File: src/rtl/dcs_pkg.sv
package dcs_pkg;
	// Character and lane geometry
	localparam int CHAR_W = 10;
	localparam int BITS_PER_CHAR = 10;
	localparam int BANK_W = 4;
	// Latch bank indices; byte address is four times the index
	localparam logic [3:0] BANK_A_STATIC = 4'h0;
	localparam logic [3:0] BANK_A_SPARE = 4'h1;
	localparam logic [3:0] BANK_A_DYN = 4'h2;
	localparam logic [3:0] BANK_B_STATIC = 4'h5;
	localparam logic [3:0] BANK_B_SPARE = 4'h6;
	localparam logic [3:0] BANK_B_DYN = 4'h7;
	localparam logic [3:0] STATUS_IDX = 4'h8;
	localparam logic [3:0] BANK_STRIDE = 4'h5;
	// Static bank fields
	localparam int F_CKSEL = 0;
	localparam int F_RATE = 1;
	// Dynamic bank fields
	localparam int F_BIST_DIS = 0;
	localparam int F_OE1 = 1;
	localparam int F_OE2 = 2;
	localparam int F_PAB_RST = 3;
	// Status fields, four bits per channel
	localparam int S_ERR = 0;
	localparam int S_BIST = 1;
	localparam int S_ON = 2;
	localparam int S_RSVD = 3;
	localparam int S_STRIDE = 4;
	// Reset values
	localparam logic RST_CKSEL = 1'b1;
	localparam logic RST_RATE = 1'b0;
	localparam logic RST_BIST_DIS = 1'b1;
	localparam logic RST_OE = 1'b0;
	localparam logic RST_PAB_RST = 1'b1;
	localparam logic [3:0] RST_SPARE = 4'h0;
	// Fixed error character, bit 0 leaves first
	localparam logic [CHAR_W-1:0] ERR_CHAR = 10'h079;
	// Self-test generator seed
	localparam logic [8:0] LFSR_SEED = 9'h1FF;
	// Three-level speed range encoding
	localparam logic [1:0] SPD_LOW = 2'h0;
	localparam logic [1:0] SPD_MID = 2'h1;
	localparam logic [1:0] SPD_HIGH = 2'h2;
	// Bit position of the half-character point of the character clock
	localparam logic [3:0] HALF_CHAR_BIT = 4'h4;
	localparam logic [3:0] LAST_BIT = 4'h9;
endpackage : dcs_pkg

File: src/rtl/dcs_pab_if.sv
`timescale 1ns/10ps
interface dcs_pab_if;
	import dcs_pkg::*;
	logic init;
	logic push;
	logic [CHAR_W-1:0] wdata;
	logic pop;
	logic [CHAR_W-1:0] rdata;
	logic err;
	modport buffer (input init, input push, input wdata, input pop, output rdata, output err);
	modport user (output init, output push, output wdata, output pop, input rdata, input err);
endinterface : dcs_pab_if

File: src/rtl/dcs_serializer_tx.sv
// How it works
// - Input characters are captured on host clock when select is 0, reference clock when 1.
// - Host-clock capture goes through the phase-align buffer; reference capture bypasses it.
// - Initialized buffer absorbs host clock phase drift of up to half its depth (two characters at depth 4).
// - Buffer slip raises the error output, held in host capture until the buffer is initialized again.
// - Writing 0 to the phase-align reset bit initializes the buffer.
// - In host capture, error low means no buffer slip since reset or the last init; characters captured correctly.
// - Outside self-test, while error is active the fixed error character is sent instead of data.
// - Self-test turns a register into an LFSR with a 511-character sequence.
// - Device reset sets both self-test latches to disabled.
// - During self-test the parallel data inputs are ignored.
// - Bit rate is ten or twenty times the reference, chosen by rate select.
// - A character-rate clock is derived and driven out per channel.
// - Characters are shifted out least significant bit first to the drivers.
// - Each serial driver has its own enable; disabled drivers are off.
// - With both drivers off the channel's transmit logic is idle.
// - Device reset disables all serial drivers.
// - Rate 0 gives x10 and reference-rate clock out; rate 1 x20 and double.
// - Reference capture at x20 uses both reference clock edges.
// - A write loads the addressed latch bank: two bits for static, four bits for spare and dynamic.
// - Reset sets the capture clock select to 1.
`timescale 1ns/10ps
module dcs_serializer_tx import dcs_pkg::*; #(
	parameter int NCH = 2,
	parameter int PAB_DEPTH = 4,
	parameter int PER_W = 16
) (
	input wire logic pclk,
	input wire logic presetn,
	input wire logic psel,
	input wire logic penable,
	input wire logic pwrite,
	input wire logic [5:0] paddr,
	input wire logic [31:0] pwdata,
	output logic [31:0] prdata,
	output logic pready,
	output logic pslverr,
	input wire logic [NCH-1:0][CHAR_W-1:0] parallel_char_in,
	input wire logic [NCH-1:0] host_tx_clock,
	input wire logic [NCH-1:0] channel_ref_clock,
	input wire logic [NCH-1:0][1:0] speed_range_select,
	output logic [NCH-1:0] phase_align_error,
	output logic [NCH-1:0] char_clock_out,
	output logic [NCH-1:0] serial_out_primary,
	output logic [NCH-1:0] serial_out_secondary,
	output logic [NCH-1:0] primary_driver_on,
	output logic [NCH-1:0] secondary_driver_on
);
	generate
		if (NCH < 1 || NCH > 2) begin : g_bad_nch
			$error("dcs_serializer_tx serves one or two channels");
		end
		if (PER_W < 6) begin : g_bad_per
			$error("dcs_serializer_tx period counter too narrow");
		end
	endgenerate

	// Configuration latches, one bit per channel except the 4-bit spare bank
	logic [NCH-1:0] capture_clock_select;
	logic [NCH-1:0] multiplier_rate_select;
	logic [NCH-1:0] self_test_disable_bit;
	logic [NCH-1:0] primary_driver_enable;
	logic [NCH-1:0] secondary_driver_enable;
	logic [NCH-1:0] phase_align_reset_bit;
	logic [NCH-1:0][3:0] spare_bank_reg;
	logic [NCH-1:0] err_live;
	logic [NCH-1:0] chan_on;

	// APB transfer decode
	logic [3:0] reg_idx;
	logic access;
	logic wr_stb;
	logic [31:0] rd_mux;
	logic rd_hit;

	assign reg_idx = paddr[5:2];
	assign access = psel && penable && !pready;
	assign wr_stb = psel && penable && pready && pwrite;

	// Read multiplexer; the status word shows each channel's state
	always_comb begin
		rd_mux = 32'h0000_0000;
		rd_hit = (reg_idx == STATUS_IDX);
		for (int c = 0; c < NCH; c++) begin
			if (reg_idx == BANK_A_STATIC + 4'(c) * BANK_STRIDE) begin
				rd_hit = 1'b1;
				rd_mux[F_CKSEL] = capture_clock_select[c];
				rd_mux[F_RATE] = multiplier_rate_select[c];
			end
			if (reg_idx == BANK_A_SPARE + 4'(c) * BANK_STRIDE) begin
				rd_hit = 1'b1;
				rd_mux[BANK_W-1:0] = spare_bank_reg[c];
			end
			if (reg_idx == BANK_A_DYN + 4'(c) * BANK_STRIDE) begin
				rd_hit = 1'b1;
				rd_mux[F_BIST_DIS] = self_test_disable_bit[c];
				rd_mux[F_OE1] = primary_driver_enable[c];
				rd_mux[F_OE2] = secondary_driver_enable[c];
				rd_mux[F_PAB_RST] = phase_align_reset_bit[c];
			end
			if (reg_idx == STATUS_IDX) begin
				rd_mux[c*S_STRIDE+S_ERR] = err_live[c];
				rd_mux[c*S_STRIDE+S_BIST] = !self_test_disable_bit[c];
				rd_mux[c*S_STRIDE+S_ON] = chan_on[c];
				rd_mux[c*S_STRIDE+S_RSVD] = multiplier_rate_select[c]
					&& speed_range_select[c] == SPD_LOW;
			end
		end
	end

	// One wait state: data, error and pready are registered together
	always_ff @(posedge pclk or negedge presetn) begin
		if (!presetn) begin
			pready <= 1'b0;
			prdata <= 32'h0000_0000;
			pslverr <= 1'b0;
		end else begin
			pready <= access;
			if (access) begin
				prdata <= pwrite ? 32'h0000_0000 : rd_mux;
				pslverr <= !rd_hit || (pwrite && reg_idx == STATUS_IDX);
			end else begin
				pslverr <= 1'b0;
			end
		end
	end

	genvar ch;
	generate
		for (ch = 0; ch < NCH; ch++) begin : g_ch
			localparam logic [3:0] IDX_STATIC = BANK_A_STATIC + 4'(ch) * BANK_STRIDE;
			localparam logic [3:0] IDX_SPARE = BANK_A_SPARE + 4'(ch) * BANK_STRIDE;
			localparam logic [3:0] IDX_DYN = BANK_A_DYN + 4'(ch) * BANK_STRIDE;

			dcs_pab_if pab ();

			logic ref_d_reg;
			logic host_d_reg;
			logic ref_rise;
			logic ref_fall;
			logic host_rise;
			logic char_stb;
			logic use_pab;
			logic bist_on;
			logic pab_init_reg;
			logic push_reg;
			logic [CHAR_W-1:0] input_reg;
			logic [CHAR_W-1:0] lfsr_char;
			logic [CHAR_W-1:0] next_char;
			logic [PER_W-1:0] per_cnt_reg;
			logic [PER_W-1:0] period_reg;
			logic [PER_W-1:0] acc_reg;
			logic [PER_W-1:0] acc_sum;
			logic bit_stb;
			logic [CHAR_W-1:0] shift_reg;
			logic [3:0] bit_idx_reg;
			logic ckout_reg;

			// Latch banks, each write loads all its bits at once (two static, four spare and dynamic)
			always_ff @(posedge pclk or negedge presetn) begin
				if (!presetn) begin
					capture_clock_select[ch] <= RST_CKSEL;
					multiplier_rate_select[ch] <= RST_RATE;
					spare_bank_reg[ch] <= RST_SPARE;
					self_test_disable_bit[ch] <= RST_BIST_DIS;
					primary_driver_enable[ch] <= RST_OE;
					secondary_driver_enable[ch] <= RST_OE;
					phase_align_reset_bit[ch] <= RST_PAB_RST;
				end else if (wr_stb) begin
					if (reg_idx == IDX_STATIC) begin
						capture_clock_select[ch] <= pwdata[F_CKSEL];
						multiplier_rate_select[ch] <= pwdata[F_RATE];
					end
					if (reg_idx == IDX_SPARE) begin
						spare_bank_reg[ch] <= pwdata[BANK_W-1:0];
					end
					if (reg_idx == IDX_DYN) begin
						self_test_disable_bit[ch] <= pwdata[F_BIST_DIS];
						primary_driver_enable[ch] <= pwdata[F_OE1];
						secondary_driver_enable[ch] <= pwdata[F_OE2];
						phase_align_reset_bit[ch] <= pwdata[F_PAB_RST];
					end
				end
			end

			// Buffer init pulse on a write of 0 to the reset bit
			always_ff @(posedge pclk or negedge presetn) begin
				if (!presetn) begin
					pab_init_reg <= 1'b0;
				end else begin
					pab_init_reg <= wr_stb && reg_idx == IDX_DYN && !pwdata[F_PAB_RST];
				end
			end

			// Edge detection of the sampled clock pins
			always_ff @(posedge pclk or negedge presetn) begin
				if (!presetn) begin
					ref_d_reg <= 1'b0;
					host_d_reg <= 1'b0;
				end else begin
					ref_d_reg <= channel_ref_clock[ch];
					host_d_reg <= host_tx_clock[ch];
				end
			end

			assign ref_rise = channel_ref_clock[ch] && !ref_d_reg;
			assign ref_fall = !channel_ref_clock[ch] && ref_d_reg;
			assign host_rise = host_tx_clock[ch] && !host_d_reg;
			assign chan_on[ch] = primary_driver_enable[ch] || secondary_driver_enable[ch];
			assign bist_on = !self_test_disable_bit[ch];
			assign use_pab = !capture_clock_select[ch];
			// Character clock: every rising edge at x10, both edges at x20
			assign char_stb = chan_on[ch]
				&& (ref_rise || (multiplier_rate_select[ch] && ref_fall));

			// Input register, frozen while self-test runs
			always_ff @(posedge pclk or negedge presetn) begin
				if (!presetn) begin
					input_reg <= '0;
				end else if (chan_on[ch] && !bist_on) begin
					if (capture_clock_select[ch] ? char_stb : host_rise) begin
						input_reg <= parallel_char_in[ch];
					end
				end
			end

			// Host-side captures enter the buffer one cycle later
			always_ff @(posedge pclk or negedge presetn) begin
				if (!presetn) begin
					push_reg <= 1'b0;
				end else begin
					push_reg <= chan_on[ch] && !bist_on && use_pab && host_rise;
				end
			end

			assign pab.init = pab_init_reg;
			assign pab.push = push_reg;
			assign pab.wdata = input_reg;
			assign pab.pop = char_stb && use_pab && !bist_on;
			assign err_live[ch] = pab.err && use_pab;

			dcs_pab #(.DEPTH(PAB_DEPTH)) u_pab (
				.pclk(pclk),
				.presetn(presetn),
				.pab(pab)
			);

			dcs_lfsr u_lfsr (
				.pclk(pclk),
				.presetn(presetn),
				.enable(bist_on && chan_on[ch]),
				.advance(char_stb),
				.char_out(lfsr_char)
			);

			// Source of the next character to send
			always_comb begin
				if (bist_on) begin
					next_char = lfsr_char;
				end else if (use_pab) begin
					next_char = pab.err ? ERR_CHAR : pab.rdata;
				end else begin
					next_char = input_reg;
				end
			end

			// Character period in clock cycles, measured between strobes
			always_ff @(posedge pclk or negedge presetn) begin
				if (!presetn) begin
					per_cnt_reg <= '0;
					period_reg <= '1;
				end else if (!chan_on[ch]) begin
					per_cnt_reg <= '0;
				end else if (char_stb) begin
					per_cnt_reg <= '0;
					period_reg <= per_cnt_reg + 1'b1;
				end else if (per_cnt_reg != '1) begin
					per_cnt_reg <= per_cnt_reg + 1'b1;
				end
			end

			// Fractional divider: nine bit strobes after each character strobe, ten bit slots per measured period
			assign acc_sum = acc_reg + PER_W'(BITS_PER_CHAR);
			assign bit_stb = chan_on[ch] && !char_stb && acc_sum >= period_reg;

			always_ff @(posedge pclk or negedge presetn) begin
				if (!presetn) begin
					acc_reg <= '0;
				end else if (char_stb || !chan_on[ch]) begin
					acc_reg <= '0;
				end else if (bit_stb) begin
					acc_reg <= acc_sum - period_reg;
				end else begin
					acc_reg <= acc_sum;
				end
			end

			// Transmit shifter, bit 0 leaves first
			always_ff @(posedge pclk or negedge presetn) begin
				if (!presetn) begin
					shift_reg <= '0;
					bit_idx_reg <= '0;
				end else if (!chan_on[ch]) begin
					shift_reg <= '0;
					bit_idx_reg <= '0;
				end else if (char_stb) begin
					shift_reg <= next_char;
					bit_idx_reg <= '0;
				end else if (bit_stb && bit_idx_reg != LAST_BIT) begin
					shift_reg <= {1'b0, shift_reg[CHAR_W-1:1]};
					bit_idx_reg <= bit_idx_reg + 1'b1;
				end
			end

			// Character clock out: follows reference at x10, double rate at x20
			always_ff @(posedge pclk or negedge presetn) begin
				if (!presetn) begin
					ckout_reg <= 1'b0;
				end else if (!chan_on[ch]) begin
					ckout_reg <= 1'b0;
				end else if (!multiplier_rate_select[ch]) begin
					ckout_reg <= channel_ref_clock[ch];
				end else if (char_stb) begin
					ckout_reg <= 1'b1;
				end else if (bit_stb && bit_idx_reg == HALF_CHAR_BIT) begin
					ckout_reg <= 1'b0;
				end
			end

			// Registered pins; a disabled driver sits at 0
			always_ff @(posedge pclk or negedge presetn) begin
				if (!presetn) begin
					serial_out_primary[ch] <= 1'b0;
					serial_out_secondary[ch] <= 1'b0;
					primary_driver_on[ch] <= 1'b0;
					secondary_driver_on[ch] <= 1'b0;
					phase_align_error[ch] <= 1'b0;
					char_clock_out[ch] <= 1'b0;
				end else begin
					serial_out_primary[ch] <= primary_driver_enable[ch] && shift_reg[0];
					serial_out_secondary[ch] <= secondary_driver_enable[ch] && shift_reg[0];
					primary_driver_on[ch] <= primary_driver_enable[ch];
					secondary_driver_on[ch] <= secondary_driver_enable[ch];
					phase_align_error[ch] <= err_live[ch];
					char_clock_out[ch] <= ckout_reg;
				end
			end
		end
	endgenerate
endmodule : dcs_serializer_tx

File: src/rtl/dcs_pab.sv
`timescale 1ns/10ps
module dcs_pab import dcs_pkg::*; #(
	parameter int DEPTH = 4
) (
	input wire logic pclk,
	input wire logic presetn,
	dcs_pab_if.buffer pab
);
	localparam int AW = $clog2(DEPTH);
	localparam logic [AW:0] HALF = (AW+1)'(DEPTH / 2);
	localparam logic [AW:0] FULL = (AW+1)'(DEPTH);

	generate
		if (DEPTH < 2 || (DEPTH & (DEPTH - 1)) != 0) begin : g_bad_depth
			$error("dcs_pab depth must be a power of two of at least 2");
		end
	endgenerate

	logic [CHAR_W-1:0] mem [DEPTH];
	logic [AW-1:0] wr_ptr_reg;
	logic [AW-1:0] rd_ptr_reg;
	logic [AW:0] count_reg;
	logic err_reg;
	logic overflow;
	logic underflow;

	// Slip past capacity in either direction
	assign overflow = pab.push && !pab.pop && count_reg == FULL;
	assign underflow = pab.pop && !pab.push && count_reg == '0;
	assign pab.rdata = mem[rd_ptr_reg];
	assign pab.err = err_reg;

	// Storage
	always_ff @(posedge pclk) begin
		if (pab.push && !overflow) begin
			mem[wr_ptr_reg] <= pab.wdata;
		end
	end

	// Pointers; init centres the fill level at half the depth, DEPTH/2 characters either way
	always_ff @(posedge pclk or negedge presetn) begin
		if (!presetn) begin
			wr_ptr_reg <= '0;
			rd_ptr_reg <= '0;
			count_reg <= '0;
		end else if (pab.init) begin
			wr_ptr_reg <= HALF[AW-1:0];
			rd_ptr_reg <= '0;
			count_reg <= HALF;
		end else begin
			if (pab.push && !overflow) begin
				wr_ptr_reg <= wr_ptr_reg + 1'b1;
			end
			if (pab.pop && !underflow) begin
				rd_ptr_reg <= rd_ptr_reg + 1'b1;
			end
			count_reg <= count_reg + (AW+1)'(pab.push && !overflow)
				- (AW+1)'(pab.pop && !underflow);
		end
	end

	// Sticky loss flag, a slip in the init cycle still sets it
	always_ff @(posedge pclk or negedge presetn) begin
		if (!presetn) begin
			err_reg <= 1'b0;
		end else if (overflow || underflow) begin
			err_reg <= 1'b1;
		end else if (pab.init) begin
			err_reg <= 1'b0;
		end
	end
endmodule : dcs_pab

File: src/rtl/dcs_lfsr.sv
`timescale 1ns/10ps
module dcs_lfsr import dcs_pkg::*; (
	input wire logic pclk,
	input wire logic presetn,
	input wire logic enable,
	input wire logic advance,
	output logic [CHAR_W-1:0] char_out
);
	logic [8:0] state_reg;

	// Nine-stage maximal sequence, 511 states, then parity on top
	always_ff @(posedge pclk or negedge presetn) begin
		if (!presetn) begin
			state_reg <= LFSR_SEED;
		end else if (!enable) begin
			state_reg <= LFSR_SEED;
		end else if (advance) begin
			state_reg <= {state_reg[7:0], state_reg[8] ^ state_reg[4]};
		end
	end

	assign char_out = {^state_reg, state_reg};
endmodule : dcs_lfsr

File: config.mk
export PLATFORM = sky130hd
export DESIGN_NAME = dcs_serializer_tx
export DESIGN_NICKNAME = d
export VERILOG_FILES = /design/src/rtl/dcs_pkg.sv /design/src/rtl/dcs_pab_if.sv /design/src/rtl/dcs_serializer_tx.sv /design/src/rtl/dcs_pab.sv /design/src/rtl/dcs_lfsr.sv
export SDC_FILE = /design/constraint.sdc
export NUM_CORES = 1
export LEC_CHECK = 0
export BUFFER_PORTS_ARGS = -buffer_cell sky130_fd_sc_hd__buf_2
export CAP_MARGIN = 20
export CORE_MARGIN = 2
export CORE_UTILIZATION = 50
export CTS_BUF_LIST = sky130_fd_sc_hd__clkbuf_8 sky130_fd_sc_hd__clkbuf_16
export CTS_CLUSTER_SIZE = 12
export DETAILED_ROUTE_END_ITERATION = 8
export HOLD_SLACK_MARGIN = 0.15
export PLACE_DENSITY = 0.68
export SETUP_SLACK_MARGIN = 0.3
export SYNTH_ARGS = -nofsm -noshare
export SYNTH_HDL_FRONTEND = slang
export SYNTH_SLANG_ARGS = --single-unit
File: constraint.sdc
create_clock -name pclk -period 5.52 [get_ports pclk]
set_input_delay 0.552 -clock pclk [delete_from_list [all_inputs] [get_ports pclk]]
set_output_delay 0.552 -clock pclk [all_outputs]
set_load 0.05 [all_outputs]
# Yosys cells after proc, flatten, opt, wreduce, memory -nomap -nowiden
# Memories as Yosys holds them, arrays and structs flattened.
# Index checks and enable logic that the tools add are counted.
[word_totals]
mem_bits_rw = 80
romBits = 0
latch_bits = 0
output_inout_bits = 46
ff_bits = 254
memories = 2
wordCells = 297
in_bits = 71
[mem_list]
columns = ["memory", "depth", "word_bits", "rd", "rd_ports_with_merged_regs", "wr", "line_no", "source"]
rows = [
  ["g_ch[0].u_pab.mem", 4, 10, 1, 0, 1, "dcs_pab.sv:19", "logic [CHAR_W-1:0] mem [DEPTH];"],
  ["g_ch[1].u_pab.mem", 4, 10, 1, 0, 1, "dcs_pab.sv:19", ""],
]
[op_classes]
shift = 0
bitwise = 2
n_reduce_logical = 116
addsub = 16
n_eq_ne = 22
multipliers = 0
n_mux = 76
order_cmp = 2
n_div = 0
[op_table]
columns = ["operator", "n"]
rows = [
  ["$mux W16", 10],
  ["$mux W10", 12],
  ["$logic_and A1 B1 Y1", 59],
  ["$mux W4", 12],
  ["$mux W9", 4],
  ["$add A16 B1 Y16 const B", 2],
  ["$add A16 B4 Y16 const B", 2],
  ["$ge A16 B16 Y1", 2],
  ["$ne A16 B16 Y1 const B", 2],
  ["$sub A16 B16 Y16", 2],
  ["$logic_not A1 Y1", 25],
  ["$mux W1", 25],
  ["$eq A4 B3 Y1 const B", 5],
  ["$mux W2", 10],
  ["$reduce_and A2 Y1", 10],
  ["$reduce_xor A9 Y1", 2],
  ["$ne A3 B1 Y1 const B", 4],
  ["$reduce_bool A2 Y1", 6],
  ["$logic_or A1 B1 Y1", 9],
  ["$add A2 B1 Y2 const B", 4],
  ["$add A4 B1 Y4 const B", 2],
  ["$mux W8", 1],
  ["$ne A4 B2 Y1 const B", 2],
  ["$ne A4 B4 Y1 const B", 2],
  ["other kinds (12)", 20],
]

# Longest topological paths before layout
[depth]
depth_word = 15
depth_mapped = 15
mapped_depth_nobuf = 12

# Hierarchy
# From an unflattened synthesis, not the netlist that was laid out.
[unflattened]
cells_unflattened = 1466
area_unflattened_um2 = 15940.3
[modules_own_cells]
columns = ["module", "cells_each", "seq_area_each_um2", "area_per_inst_um2", "n_inst"]
rows = [
  ["dcs_serializer_tx", 1186, 4952.2, 11130.7, 1],
  ["dcs_pab", 103, 1401.3, 1959.4, 2],
  ["dcs_lfsr", 37, 236.5, 445.4, 2],
]

# Worst setup path after synthesis
# OpenSTA, ideal clock, no wires.
[synth_path]
path_type = "reg2reg"
from = "reg g_ch[1].acc_reg[1]"
to = "reg g_ch[1].bit_idx_reg[2]"
stages_incl_launch_ff = 14
t_required_ns = 5.442
setup_time_ns = 0.078
path_slack_ns = 2.481
n_path_buf = 2
arrival_ns = 2.961
synth_period_minus_slack_ns = 3.039
cell_sequence = "dfrtp_1 > ha_1 > o2111ai_1 > nor2_1 > xor2_1 > ha_1 > buf_4 > and4_4 > and2_4 > o21ai_2 > a31o_1 > buf_6 > or4_1 > a21oi_1"
[synth_between]
elab_chain_len = 5
[synth_rtl]
columns = ["element", "line_no", "source"]
rows = [
  ["start, declared", "dcs_serializer_tx.sv:152", "logic [PER_W-1:0] acc_reg;"],
  ["start signal, assigned", "dcs_serializer_tx.sv:292", "acc_reg <= acc_sum - period_reg;"],
  ["start signal, assigned", "dcs_serializer_tx.sv:294", "acc_reg <= acc_sum;"],
  ["$add A16 B4 Y16", "dcs_serializer_tx.sv:283", "assign acc_sum = acc_reg + PER_W'(BITS_PER_CHAR);"],
  ["$ge A16 B16 Y1", "dcs_serializer_tx.sv:284", "assign bit_stb = chan_on[ch] && !char_stb && acc_sum >= period_reg;"],
  ["$logic_and A1 B1 Y1", "dcs_serializer_tx.sv:284", ""],
  ["$logic_and A1 B1 Y1", "dcs_serializer_tx.sv:309", "end else if (bit_stb && bit_idx_reg != LAST_BIT) begin"],
  ["$ne A3 B1 Y1 (no source line)", "--", ""],
  ["end signal, assigned", "dcs_serializer_tx.sv:311", "bit_idx_reg <= bit_idx_reg + 1'b1;"],
  ["end, declared", "dcs_serializer_tx.sv:156", "logic [3:0] bit_idx_reg;"],
]
# Every way passes these cells.
# A chain may end at the register's enable or synchronous reset.

# Worst setup path after layout
[layout_path]
from = "reg g_ch[1].acc_reg[1]"
to = "reg g_ch[1].shift_reg[8]"
[layout_between]
elab_chain_len = 5
[layout_rtl]
columns = ["element", "line_no", "source"]
rows = [
  ["$add A16 B4 Y16", "dcs_serializer_tx.sv:283", ""],
  ["$ge A16 B16 Y1", "dcs_serializer_tx.sv:284", ""],
  ["$logic_and A1 B1 Y1", "dcs_serializer_tx.sv:284", ""],
  ["$logic_and A1 B1 Y1", "dcs_serializer_tx.sv:309", ""],
  ["$ne A3 B1 Y1 (no source line)", "--", ""],
  ["end signal, assigned", "dcs_serializer_tx.sv:307", "shift_reg <= next_char;"],
  ["end signal, assigned", "dcs_serializer_tx.sv:310", "shift_reg <= {1'b0, shift_reg[CHAR_W-1:1]};"],
  ["end, declared", "dcs_serializer_tx.sv:155", "logic [CHAR_W-1:0] shift_reg;"],
]
# Every way passes these cells.

==> results.json <==
{
  "largest_reg_flops": 80,
  "syn-instance-count": 1517,
  "grt_pass1_vias": 11030,
  "whs_ns": 0.184,
  "cts_tree": "done",
  "rsz0062_at_grt": "false",
  "cts-buffers-inserted": 35,
  "top_register": "g_ch.u_pab.mem",
  "port-buffer-count": 62,
  "min_period_ns": 4.04,
  "fp-row-count": 65,
  "nNetsFinal": 1685,
  "vias": 11240,
  "fill_cells": 2694,
  "die_w_um": 183,
  "synth-seq-cells": 310,
  "fmax_mhz": 247,
  "cts_buffer_depth": 3,
  "internal-power_uw": 4030,
  "finalMaxSlewViolations": 0,
  "cts-root-buf": "clkbuf_16",
  "path_class": "reg -> reg",
  "drt-initial-drc-count": 782,
  "wl_um": 33800,
  "max-slew-margin-rel_pct": 33.2,
  "layout_common_cells": "174 x dfrtp_1, 161 x nand2_1, 117 x o21ai_0",
  "coreArea_sq_um": 31600,
  "power.leakage_uw": 0.00748,
  "pwr-share-comb_pct": 13.7,
  "synth-async-reset-ratio_pct": 74.2,
  "dp_hpwl_um": 23200,
  "synth-edff-count": 80,
  "grt_overflow": 0,
  "seq_area_frac_synth_pct": 51.4,
  "cp_max_fo": 28,
  "seqPwrFrac_pct": 45.1,
  "start_util_pct": 50.8,
  "grt.total_usage_pct": 20.7,
  "worstPathArrival_ns": 4.47,
  "regArea_sq_um": 8230,
  "dieArea_sq_um": 33500,
  "drive_above_1_share_pct": 16.4,
  "firstDrtPassIters": 5,
  "critPathRequiredTime_ns": 5.95,
  "layout_commonest_cell": "dfrtp_1",
  "pin_count": 117,
  "via_per_inst": 5.66,
  "routedWlPerCell_um": 17.0,
  "yosysWarnings": 0,
  "hold_viol_final": 0,
  "synth.cell_area_sq_um": 16000,
  "fin_worst_skew_ns": 0.0156,
  "multiInputGateArea_sq_um": 7140,
  "h-tree-depth": 2,
  "gp_congestion": 0.857,
  "cap_viol_max_count": 0,
  "setup_tns_ns": 0,
  "hold_class": "in -> reg",
  "cts.sinks": 310,
  "power_switching_uw": 1480,
  "die_h_um": 183,
  "clk_latency_ns": 0.52,
  "power.density_nw_per_um2": 311,
  "synthToLayoutAreaGrowth_pct": 10.5,
  "worstSetupStartpointType": "flip-flop",
  "pwr-share-clk_pct": 41.2,
  "peakVddDrop_mv": 0.278,
  "finalSetupViolCount": 0,
  "postCtsSetupBuffers": 0,
  "ys_types": 77,
  "ys.flop_type": "dfrtp_1",
  "cts.clk_slew.worst_paths_ns": 0.06,
  "synth_area_per_cell_sq_um": 10.6,
  "ctsResizeCount": 0,
  "r2r_slack_ns": 1.48,
  "drc": 0,
  "grt_first_pass_wirelength_um": 56100,
  "antenna_found_initial": 3,
  "cts_hold_buf": 1,
  "p_sw_share_pct": 26.9,
  "fin_crit_sh_pct": 73.2,
  "ant_nets": 0,
  "tightest_slew_ns": 1.00,
  "crit_path_end_kind": "flip-flop",
  "status": "complete, no violations",
  "grt_max_degree": 154
}
routing by layer:
layer | GRT usage [%] | vias to the layer above | wire, um
li1 | - | 5442 | -
met1 | 28.3 | 5489 | 15200
met2 | 34.2 | 254 | 16200
met3 | 3.34 | 51 | 1540
met4 | 5.98 | 4 | 741
met5 | 0 | - | 24
power groups by stage:
stage	registers (uW)	logic [uW]	clock network (uW)
global route	2490	843	2420
CTS	2480	759	2320
floorplan	2520	581	0
detailed placement	2530	750	0
finish	2480	757	2270
global placement	2520	737	0
stage by stage:
| step | util (%) | cells | worst slack, ns | area, sq um | total power [uW] |
|---|---|---|---|---|---|
| finish | 56.1 | 1986 | 1.48 | 17700 | 5510 |
| global route | 56.1 | 1985 | 1.09 | 17700 | 5750 |
| CTS | 56.1 | 1984 | 1.50 | 17700 | 5570 |
| detailed placement | 52.4 | 1920 | 1.56 | 16500 | 3280 |
| global placement | 52.3 | 1919 | 1.65 | 16500 | 3260 |
| floorplan | - | 1540 | 2.48 | 16100 | 3100 |
cells in the mapped netlist, types with 6 or more instances:
master	number	area (sq um)
or4_1	6	45.0
o22ai_1	8	50.1
or3_1	8	50.1
a21oi_1	88	440
nor4b_1	6	52.6
o21a_1	9	67.6
a31oi_1	15	93.8
xor2_1	42	368
nand2b_1	12	75.1
edfxtp_1	80	2400
o31ai_1	7	52.6
a22oi_1	11	82.6
a211oi_1	25	188
xnor2_1	55	482
clkbuf_1	47	176
ha_1	54	676
nand2_1	161	604
mux2i_1	20	200
nand4_1	14	87.6
and4_1	8	70.1
inv_1	68	255
buf_4	28	210
nor3_1	16	80.1
nand3_1	72	360
dfstp_2	56	1470
buf_2	12	60.1
and3_1	13	81.3
dfrtp_1	174	4350
nor2_1	103	387
mux4_2	20	450
nor2b_1	15	93.8
a21o_1	14	105
and2_1	14	87.6
or2_2	7	43.8
mux2_2	41	462
o21ai_0	117	586
path summary, 6_finish.rpt:
| kind | cells after the start | from | end |
|---|---|---|---|
| min in group asynchronous | 2 | presetn | g_ch[0].input_reg[1]$_DFFE_PN0P_ |
| hold reg to reg | 0 | g_ch[1].ckout_reg$_DFFE_PN0P_ | char_clock_out[1]$_DFF_PN0_ |
| setup reg to reg | 12 | g_ch[1].acc_reg[1]$_DFF_PN0_ | g_ch[1].shift_reg[8]$_DFFE_PN0P_ |
| hold / removal | 1 | channel_ref_clock[0] | g_ch[0].ref_d_reg$_DFF_PN0_ |
| setup / recovery | 12 | g_ch[1].acc_reg[1]$_DFF_PN0_ | g_ch[1].shift_reg[8]$_DFFE_PN0P_ |
| max in group asynchronous | 3 | presetn | g_ch[1].acc_reg[12]$_DFF_PN0_ |
critical path, stage by stage, from the launching register on:
cell and delay, ns:
dfrtp_1 0.43, ha_1 0.27, o2111ai_1 0.49, nor2_1 0.15, nand3_1 0.13, xnor2_1 0.14
ha_1 0.36, a21o_1 0.25, and2_1 0.18, nor3_1 0.27, a31o_1 0.84, o21ai_0 0.24
a31oi_1 0.20
cells by family after synthesis:
kind of cell,Yosys count,share of synthesized area [%]
flops,310,51.4
fa+ha+maj,58,4.72
other cells,1,0.0234
compound gates,337,12.9
buf+inv,161,4.62
mux,81,6.95
xor+xnor,97,5.30
simple gates,472,14.1
cell type report:
| cell class | count | share of cell area (%) |
|---|---|---|
| flip-flops and latches | 310 | 46.5 |
| multi-input cells | 1069 | 40.4 |
| clock buffers | 41 | 5.48 |
| well taps | 402 | 2.84 |
| repair buffers | 71 | 2.39 |
| inverters | 69 | 1.46 |
| clock inverters | 22 | 0.947 |
| diodes | 2 | 0.0283 |
No activity file was read; power rests on OpenSTA's default activity.
